### src/common/word_ctrl_pkg.sv
// constants for the primary word control decode block
`default_nettype none
package word_ctrl_pkg;
    // apb register byte offsets
    localparam logic [7:0] CTRL_OFS = 8'h00;
    localparam logic [7:0] STEP_OFS = 8'h04;
    localparam logic [7:0] PERIOD_OFS = 8'h08;
    localparam logic [7:0] DATA_OFS = 8'h0c;
    localparam logic [7:0] RESULT_OFS = 8'h10;
    localparam logic [7:0] STATUS_OFS = 8'h14;
    // field widths and reset values
    localparam int WORD_W = 16;
    localparam int STEP_W = 8;
    localparam int PER_W = 16;
    localparam logic [PER_W-1:0] PERIOD_RST = 16'h0100;
    localparam logic [STEP_W-1:0] STEP_RST = 8'h00;
    localparam logic [3:0] BITCNT_LAST = 4'h0;
    localparam logic [3:0] BITCNT_TOP = 4'hf;
    // decoded action of one primary word
    typedef enum logic [1:0] {
        ACT_NONE = 2'b00,
        ACT_LATER = 2'b01,
        ACT_EARLIER = 2'b10,
        ACT_SECOND = 2'b11
    } action_e;
endpackage : word_ctrl_pkg
`default_nettype wire

### src/hw/primary_word_control_decode.sv
// primary serial word control decode with sampling phase adjust
//
// Contract
// (RL1) each frame takes 14-bit word, sends 16-bit result
// (RL2) ctrl 00, low pin: sample later
// (RL3) ctrl 00, high pin: sample earlier
// (RL4) ctrl 00, both pins: secondary frame at half
// (RL5) pins low, ctrl 01: sample later
// (RL6) pins low, ctrl 10: sample earlier
// (RL7) pins low, ctrl 11: secondary frame at half
// (RL8) other combinations: plain data transfer only
// (RL9) output on rising, input on falling shift edge
// (RL10) adjust lasts one period; step is signed
`default_nettype none
module primary_word_control_decode (
    // system
    input wire logic pclk,
    input wire logic presetn,
    // apb slave
    input wire logic psel,
    input wire logic penable,
    input wire logic pwrite,
    input wire logic [7:0] paddr,
    input wire logic [31:0] pwdata,
    output logic [31:0] prdata,
    output logic pready,
    output logic pslverr,
    // serial link from host
    input wire logic shift_clk,
    input wire logic frame_sync_n,
    input wire logic data_in,
    input wire logic function_pin_low,
    input wire logic function_pin_high,
    // serial link to host
    output logic data_out,
    output logic second_frame_sync_n,
    // sampling instant toward the converter
    output logic sample_strobe
);
    // decode of the four control inputs
    function automatic word_ctrl_pkg::action_e decode(input logic [1:0] cb, input logic [1:0] fp);
        word_ctrl_pkg::action_e a;
        a = word_ctrl_pkg::ACT_NONE;
        // (RL8) unlisted codes ignored
        case ({cb, fp})
            4'b00_01: a = word_ctrl_pkg::ACT_LATER;
            4'b00_10: a = word_ctrl_pkg::ACT_EARLIER;
            4'b00_11: a = word_ctrl_pkg::ACT_SECOND;
            4'b01_00: a = word_ctrl_pkg::ACT_LATER;
            4'b10_00: a = word_ctrl_pkg::ACT_EARLIER;
            4'b11_00: a = word_ctrl_pkg::ACT_SECOND;
            default: a = word_ctrl_pkg::ACT_NONE;
        endcase
        return a;
    endfunction : decode

    // two-flop synchronisers; stage one feeds only stage two
    logic [4:0] s1_r, s2_r, s3_r;
    always_ff @(posedge pclk or negedge presetn) begin
        if (!presetn) begin
            // idle pin levels, so no false shift edge follows reset
            s1_r <= 5'h02;
            s2_r <= 5'h02;
            s3_r <= 5'h02;
        end else begin
            s1_r <= {function_pin_high, function_pin_low, data_in, frame_sync_n, shift_clk};
            s2_r <= s1_r;
            s3_r <= s2_r;
        end
    end
    wire logic sck_rise = s2_r[0] & ~s3_r[0];
    wire logic sck_fall = ~s2_r[0] & s3_r[0];
    wire logic fs_low = ~s2_r[1];
    wire logic din_s = s2_r[2];
    wire logic [1:0] pins_s = s2_r[4:3];

    // registers
    logic [word_ctrl_pkg::PER_W-1:0] period_r, period_nxt;
    logic [word_ctrl_pkg::STEP_W-1:0] step_r, step_nxt;
    logic [word_ctrl_pkg::WORD_W-1:0] result_r, result_nxt;
    logic [word_ctrl_pkg::WORD_W-1:0] rx_word_r, rx_word_nxt;
    logic [word_ctrl_pkg::WORD_W-1:0] shin_r, shin_nxt;
    logic [word_ctrl_pkg::WORD_W-1:0] shout_r, shout_nxt;
    logic [3:0] bitcnt_r, bitcnt_nxt;
    logic active_r, active_nxt;
    logic armed_r, armed_nxt;
    logic [1:0] last_act_r, last_act_nxt;
    logic [word_ctrl_pkg::PER_W-1:0] cnt_r, cnt_nxt;
    logic [word_ctrl_pkg::PER_W-1:0] limit_r, limit_nxt;
    logic [word_ctrl_pkg::PER_W-1:0] half_cnt_r, half_cnt_nxt;
    logic half_run_r, half_run_nxt;
    logic strobe_r, strobe_nxt;
    logic fs2_r, fs2_nxt;
    logic dout_r, dout_nxt;
    logic [31:0] prdata_r, prdata_nxt;
    logic pready_r, pready_nxt;
    logic pslverr_r, pslverr_nxt;

    wire logic apb_acc = psel & penable & ~pready_r;
    wire logic apb_wr = apb_acc & pwrite;
    // sign extended phase step
    wire logic signed [word_ctrl_pkg::PER_W-1:0] step_sx =
        word_ctrl_pkg::PER_W'(signed'(step_r));

    always_comb begin
        period_nxt = period_r;
        step_nxt = step_r;
        result_nxt = result_r;
        rx_word_nxt = rx_word_r;
        shin_nxt = shin_r;
        shout_nxt = shout_r;
        bitcnt_nxt = bitcnt_r;
        active_nxt = active_r;
        armed_nxt = armed_r;
        last_act_nxt = last_act_r;
        cnt_nxt = cnt_r + 16'h0001;
        limit_nxt = limit_r;
        half_cnt_nxt = (half_cnt_r == 16'hffff) ? half_cnt_r : half_cnt_r + 16'h0001;
        half_run_nxt = half_run_r;
        strobe_nxt = 1'b0;
        fs2_nxt = 1'b1;
        dout_nxt = dout_r;
        prdata_nxt = 32'h0000_0000;
        pready_nxt = apb_acc;
        pslverr_nxt = 1'b0;
        // apb register access
        if (apb_wr) begin
            case (paddr)
                word_ctrl_pkg::CTRL_OFS: step_nxt = pwdata[word_ctrl_pkg::STEP_W-1:0];
                word_ctrl_pkg::STEP_OFS: step_nxt = pwdata[word_ctrl_pkg::STEP_W-1:0];
                word_ctrl_pkg::PERIOD_OFS: period_nxt = pwdata[word_ctrl_pkg::PER_W-1:0];
                word_ctrl_pkg::RESULT_OFS: result_nxt = pwdata[word_ctrl_pkg::WORD_W-1:0];
                default: pslverr_nxt = 1'b1;
            endcase
        end else if (apb_acc) begin
            case (paddr)
                word_ctrl_pkg::CTRL_OFS: prdata_nxt = {24'h00_0000, step_r};
                word_ctrl_pkg::STEP_OFS: prdata_nxt = {24'h00_0000, step_r};
                word_ctrl_pkg::PERIOD_OFS: prdata_nxt = {16'h0000, period_r};
                word_ctrl_pkg::DATA_OFS: prdata_nxt = {16'h0000, rx_word_r};
                word_ctrl_pkg::RESULT_OFS: prdata_nxt = {16'h0000, result_r};
                word_ctrl_pkg::STATUS_OFS: prdata_nxt = {29'h0000_0000, active_r, last_act_r};
                default: pslverr_nxt = 1'b1;
            endcase
        end
        // (RL1) frame start on falling frame sync
        if (fs_low && !armed_r && !active_r) begin
            active_nxt = 1'b1;
            armed_nxt = 1'b1;
            bitcnt_nxt = word_ctrl_pkg::BITCNT_TOP;
            half_cnt_nxt = 16'h0000;
            shout_nxt = result_r;
            dout_nxt = result_r[15];
        end
        if (!fs_low && !active_r) begin
            armed_nxt = 1'b0;
        end
        // (RL9) output on rising shift edge
        if (active_r && sck_rise && bitcnt_r != word_ctrl_pkg::BITCNT_TOP) begin
            dout_nxt = shout_r[15];
        end
        // (RL9) input on falling shift edge
        if (active_r && sck_fall) begin
            shin_nxt = {shin_r[14:0], din_s};
            shout_nxt = {shout_r[14:0], 1'b0};
            bitcnt_nxt = bitcnt_r - 4'h1;
            if (bitcnt_r == word_ctrl_pkg::BITCNT_LAST) begin
                active_nxt = 1'b0;
                rx_word_nxt = {shin_r[14:0], din_s};
                last_act_nxt = decode({shin_r[0], din_s}, pins_s);
                // (RL10) signed step, one period only
                case (decode({shin_r[0], din_s}, pins_s))
                    // (RL2) (RL5) later sampling
                    word_ctrl_pkg::ACT_LATER: limit_nxt = period_r + step_sx;
                    // (RL3) (RL6) earlier sampling
                    word_ctrl_pkg::ACT_EARLIER: limit_nxt = period_r - step_sx;
                    // (RL4) (RL7) secondary frame at half period
                    word_ctrl_pkg::ACT_SECOND: half_run_nxt = 1'b1;
                    default: limit_nxt = limit_r;
                endcase
            end
        end
        // sampling timer; a pending step replaces one period
        if (cnt_r + 16'h0001 >= limit_r) begin
            cnt_nxt = 16'h0000;
            strobe_nxt = 1'b1;
            limit_nxt = period_r;
        end
        if (half_run_r && half_cnt_r >= {1'b0, period_r[15:1]}) begin
            fs2_nxt = 1'b0;
            half_run_nxt = 1'b0;
        end
    end

    always_ff @(posedge pclk or negedge presetn) begin
        if (!presetn) begin
            period_r <= word_ctrl_pkg::PERIOD_RST;
            step_r <= word_ctrl_pkg::STEP_RST;
            result_r <= 16'h0000;
            rx_word_r <= 16'h0000;
            shin_r <= 16'h0000;
            shout_r <= 16'h0000;
            bitcnt_r <= 4'h0;
            active_r <= 1'b0;
            armed_r <= 1'b0;
            last_act_r <= 2'b00;
            cnt_r <= 16'h0000;
            limit_r <= word_ctrl_pkg::PERIOD_RST;
            half_cnt_r <= 16'h0000;
            half_run_r <= 1'b0;
            strobe_r <= 1'b0;
            fs2_r <= 1'b1;
            dout_r <= 1'b0;
            prdata_r <= 32'h0000_0000;
            pready_r <= 1'b0;
            pslverr_r <= 1'b0;
        end else begin
            period_r <= period_nxt;
            step_r <= step_nxt;
            result_r <= result_nxt;
            rx_word_r <= rx_word_nxt;
            shin_r <= shin_nxt;
            shout_r <= shout_nxt;
            bitcnt_r <= bitcnt_nxt;
            active_r <= active_nxt;
            armed_r <= armed_nxt;
            last_act_r <= last_act_nxt;
            cnt_r <= cnt_nxt;
            limit_r <= limit_nxt;
            half_cnt_r <= half_cnt_nxt;
            half_run_r <= half_run_nxt;
            strobe_r <= strobe_nxt;
            fs2_r <= fs2_nxt;
            dout_r <= dout_nxt;
            prdata_r <= prdata_nxt;
            pready_r <= pready_nxt;
            pslverr_r <= pslverr_nxt;
        end
    end

    assign prdata = prdata_r;
    assign pready = pready_r;
    assign pslverr = pslverr_r;
    assign data_out = dout_r;
    assign second_frame_sync_n = fs2_r;
    assign sample_strobe = strobe_r;

    // (RL8) ignored codes start no secondary frame
    property p_no_second;
        @(posedge pclk) disable iff (!presetn)
        (last_act_r != 2'b11 && !half_run_r) |-> second_frame_sync_n;
    endproperty
    a_no_second: assert property (p_no_second) else $error("stray secondary frame"); // (RL8)
    // (RL4) secondary frame follows its request
    property p_second;
        @(posedge pclk) disable iff (!presetn)
        $fell(half_run_r) |-> !second_frame_sync_n;
    endproperty
    a_second: assert property (p_second) else $error("secondary frame missing"); // (RL4)
    // (RL7) secondary frame is one cycle
    property p_second_pulse;
        @(posedge pclk) disable iff (!presetn)
        !second_frame_sync_n |=> second_frame_sync_n;
    endproperty
    a_second_pulse: assert property (p_second_pulse) else $error("secondary frame too long"); // (RL7)
    // (RL10) strobe restarts the timer
    property p_strobe_restart;
        @(posedge pclk) disable iff (!presetn)
        sample_strobe |-> (cnt_r == 16'h0000 && limit_r == $past(period_r));
    endproperty
    a_strobe_restart: assert property (p_strobe_restart) else $error("period not resumed"); // (RL10)
    // (RL1) sixteen falling shift edges per frame
    property p_frame_len;
        @(posedge pclk) disable iff (!presetn)
        $rose(active_r) |-> bitcnt_r == 4'hf;
    endproperty
    a_frame_len: assert property (p_frame_len) else $error("frame not sixteen bits"); // (RL1)
    // (RL9) output only moves on rising shift edge or frame start
    property p_dout_edge;
        @(posedge pclk) disable iff (!presetn)
        $changed(data_out) |-> ($past(sck_rise) || $rose(active_r));
    endproperty
    a_dout_edge: assert property (p_dout_edge) else $error("output moved off edge"); // (RL9)
    // (RL2) later step adds the signed step to the period
    property p_later;
        @(posedge pclk) disable iff (!presetn)
        ($changed(last_act_r) && last_act_r == 2'b01 && !$past(sample_strobe, 1))
            |-> limit_r == period_r + step_sx || sample_strobe;
    endproperty
    a_later: assert property (p_later) else $error("later step wrong"); // (RL2)
    // (RL3) earlier step subtracts the signed step from the period
    property p_earlier;
        @(posedge pclk) disable iff (!presetn)
        ($changed(last_act_r) && last_act_r == 2'b10 && !$past(sample_strobe, 1))
            |-> limit_r == period_r - step_sx || sample_strobe;
    endproperty
    a_earlier: assert property (p_earlier) else $error("earlier step wrong"); // (RL3)
endmodule : primary_word_control_decode
`default_nettype wire

### config.mk
export PLATFORM = sky130hd
export DESIGN_NAME = primary_word_control_decode
export DESIGN_NICKNAME = d
export VERILOG_FILES = /design/src/common/word_ctrl_pkg.sv /design/src/hw/primary_word_control_decode.sv
export SDC_FILE = /design/constraint.sdc
export NUM_CORES = 1
export LEC_CHECK = 0
export BUFFER_PORTS_ARGS = -buffer_cell sky130_fd_sc_hd__buf_2
export CAP_MARGIN = 40
export CORE_UTILIZATION = 49
export DETAILED_ROUTE_END_ITERATION = 7
export PLACE_DENSITY = 0.67
export SLEW_MARGIN = 15
export SYNTH_ARGS = -nofsm -noshare
export SYNTH_HDL_FRONTEND = slang
export SYNTH_SLANG_ARGS = --single-unit
### constraint.sdc
create_clock -name pclk -period 3.3 [get_ports pclk]
set_clock_uncertainty 0.05 [all_clocks]
set_input_delay 0.165 -clock pclk [delete_from_list [all_inputs] [get_ports pclk]]
set_output_delay 0.165 -clock pclk [all_outputs]
set_load 0.03 [all_outputs]
==> results by group <==
Cells and area
  – Final nets: 1,063
  – Commonest non-fill, non-tap cell in the layout: dfrtp_1
  – Layout cells sized above 1: 0.199
  – Finished Layout Cells: 1,202
  – Fillers: 1,542
  – Area growth syn-to-layout: 15.4%
  – Final Instance Area: 10,500 sq um
  – Most frequent cells in the layout: dfrtp_1 (170), nand2_1 (88), mux2_2 (60)
  – N_diodes: 0
  – Post-layout util: 0.580

Floorplan
  – Die width: 138 um
  – I/O Pins: 87
  – Die area: 19,100 sq um
  – Starting Density: 0.502
  – Row count: 49
  – Core area: 18,100 sq um
  – Die Span Y: 138 um

Routing
  – First DRT Iteration DRCs: 454
  – WL/cell: 16.7 um
  – DRC: 18
  – Vias post-DR: 6,635
  – Final ANT Viol Nets: 0
  – DRT Pass-1 Iters: 8
  – Wirelength, routed: 20,000 um
  – Routed vias/inst: 5.52

GRT
  – Initial antenna violation count: 0
  – Met3 usage: 0.0440
  – First-pass GRT wire length: 32,900 um
  – M2 GR Usage: 0.346
  – Met1 usage: 0.306
  – Pin count of the biggest net entering global routing: 79
  – Vias in the first global route: 6,387
  – Grt peak-use layer: met2
  – GRT Overall Usage: 0.219
  – Gr ovfl total: 0

Worst setup path
  – Critical path cell sequence: xnor2_1, nor3_4, buf_4, a21oi_1, xnor2_1, ha_1, o21ai_0, a21oi_1, a211oi_2, o21ai_1, a41o_1, o311a_1, nand3_1
  – Worst path required time: 3630 ps
  – Largest stage delay, worst path: 390 ps
  – Max FO, Critical Path: 6
  – Setup Crit Path Kind: reg -> reg
  – Arr. time, crit path: 3510 ps
  – Critical-path top delay cell: dfrtp_1
  – FF-to-FF path depth: 13
  – CP Launch Type: flip-flop
  – Crit. End Element: flip-flop

Logic synthesis
  – Mapped Area: 9090 sq um
  – Mux share of post-synthesis cell area: 0.0843
  – Largest family of logic cells by synthesized area: simple AND/OR/NAND/NOR gates
  – Sequential share of the synthesized area: 0.485
  – Distinct cell type count after synthesis: 62
  – Post-synthesis async set-or-reset flop share: 1.00
  – Simple-gate area share of the yosys netlist: 0.136
  – Synth warnings: 0
  – Top_reg_cell synth: dfrtp_1
  – Post-synthesis cell count: 874
  – Yosys reg bits: 176
  – XOR/XNOR share of the synthesized area: 0.0405
  – Post-synthesis compound-gate area fraction: 0.129
  – Adder-Cell Fraction of Synth Area: 0.0738
  – Syn_area_per_cell: 10.4 sq um
  – EDFF count, synth: 0

Timing
  – Final Hold Fails: 0
  – Worst slew pin tran: 851 ps
  – Unrepaired setup endpoints after global routing: yes
  – Crit share post-route: 0.965
  – Final setup violation count: 0
  – F_max: 314 MHz
  – Crit path time final: 3180 ps
  – Min Hold Slack: 114 ps
  – Slew margin rel.: 0.431
  – Slew Limit Fails: 0

Power
  – PwrDens: 497 nW/um^2
  – Total power: 5.21 mW
  – Leak: 5.14 nW
  – Peak supply drop: 0.406 mV

Clock network
  – Root Buffer: clkbuf_16
  – Clk pin slew, worst setup/hold paths: 70 ps
  – CTS H-Tree Depth: 4
  – Clock Latency Late Sink: 450 ps
  – CTS Sinks: 176
  – CTS tree: done
  – TritonCTS buffer count: 17
  – CTS max path bufs: 2

Job
  – Max_cap viols: 0

Placement
  – Port Buffers: 54
  – DP Area: 9630 sq um
  – Detail Placement HPWL: 14,300 um
  – Placed cells: 1,145
  – Routability cong.: 0.854

Run status
  – Status: finished with violations
  – Violated checks: design-rule violations

Min path
  – Hold Crit Depth: 4
  – HP Class: in -> reg
==> layer usage <==
layer | up-vias | wire, um
met5 | - | 0
met4 | 0 | 230
met3 | 18 | 992
met2 | 167 | 9400
met1 | 3237 | 9410
li1 | 3213 | -
==> metrics by stage <==
step	setup slack, ps	TNS, ps
after global routing	-46.3	-58.4
after global placement	158	0
after detailed placement	146	0
final	115	0
after floorplan	173	0
after CTS	107	0
==> worst max-delay path, delay by kind of cell (launching register included) <==
kind                     cells  cell delay (ps)
AND/OR/NAND/NOR              2              400
AO/OA/AOI/OAI                7             1420
buffers and inverters        1              190
adder cells (fa/ha/maj)      1              350
flip-flops                   1              390
XOR/XNOR                     2              310
==> synth_stat cells (3+ instances only) <==
library cell	count	area, sq um
buf_4	17	128
a222oi_1	13	130
nand4_1	8	50.1
buf_2	7	35.0
a211oi_1	9	67.6
a22oi_1	26	195
a211o_1	3	26.3
ha_1	52	651
dfstp_2	5	131
and3_1	7	43.8
o31ai_1	4	30.0
or3_1	3	18.8
dfrtp_1	171	4280
nand2b_1	4	25.0
o21a_1	6	45.0
a21oi_1	51	255
mux2_2	60	676
nor2_1	57	214
inv_1	48	180
nor2b_1	20	125
mux2i_1	9	90.1
clkbuf_1	25	93.8
and4_1	3	26.3
o21ai_0	43	215
nand2_1	88	330
xnor2_1	18	158
a31oi_1	4	25.0
and2_1	4	25.0
a21o_1	6	45.0
nor3_1	16	80.1
nand3_1	20	100
xor2_1	24	210
==> cells by family (layout without fill, tap and decap cells) <==
kind of cell | after synthesis | count (layout)
AOI/OAI and AO/OA | 182 | 182
adders and majority gates | 53 | 53
xor gates and xnor gates | 42 | 42
muxes | 69 | 69
buffers and inverters | 101 | 185
and+or+nand+nor | 250 | 250
DFF | 176 | 176
other | 1 | 16
==> sequential cells by signal, summed over array words and instances, names as in the netlist, 2 cells and up <==
signal,flops
step_r,8
prdata,16
limit_r,16
cnt_r,16
s2_r,5
bitcnt_r,4
period_r,16
result_r,16
shin_r,15
last_act_r,2
half_cnt_r,16
rx_word_r,16
shout_r,16
s1_r,5
==> report_power, final <==
group	switching, mW	internal [mW]
clock	0.956	1.03
sequential	0.166	2.35
combinational	0.380	0.334
total	1.50	3.71
==> cell type report <==
class / count / area (sq um) / share of cell area
Clock buffer: 18 / 439 / 0.0419
Clock inverter: 14 / 136 / 0.0130
Inverter: 48 / 180 / 0.0172
Multi-Input combinational cell: 612 / 4300 / 0.411
Sequential cell: 176 / 4410 / 0.421
Tap cell: 229 / 287 / 0.0273
Timing Repair Buffer: 105 / 723 / 0.0690
==> final timing paths <==
| path | from | end | slack [ps] |
|---|---|---|---|
| max in group asynchronous | presetn | period_r[8] | 2030 |
| min | pwrite | pslverr | 110 |
| max | s2_r[4] | limit_r[15] | 120 |
| max reg2reg | s2_r[4] | limit_r[15] | 120 |
| min reg2reg | s1_r[0] | s2_r[0] | 300 |
| min in group asynchronous | presetn | cnt_r[12] | 270 |
==> what timing repair did <==
item,CTS,global route
hold buffers,24,0
setup endpoints to repair,0,5
endpoints found under the hold margin,118,0
buffers inserted,0,1
resized for setup,0,7
Note: power is estimated with default switching activity, not from simulation.
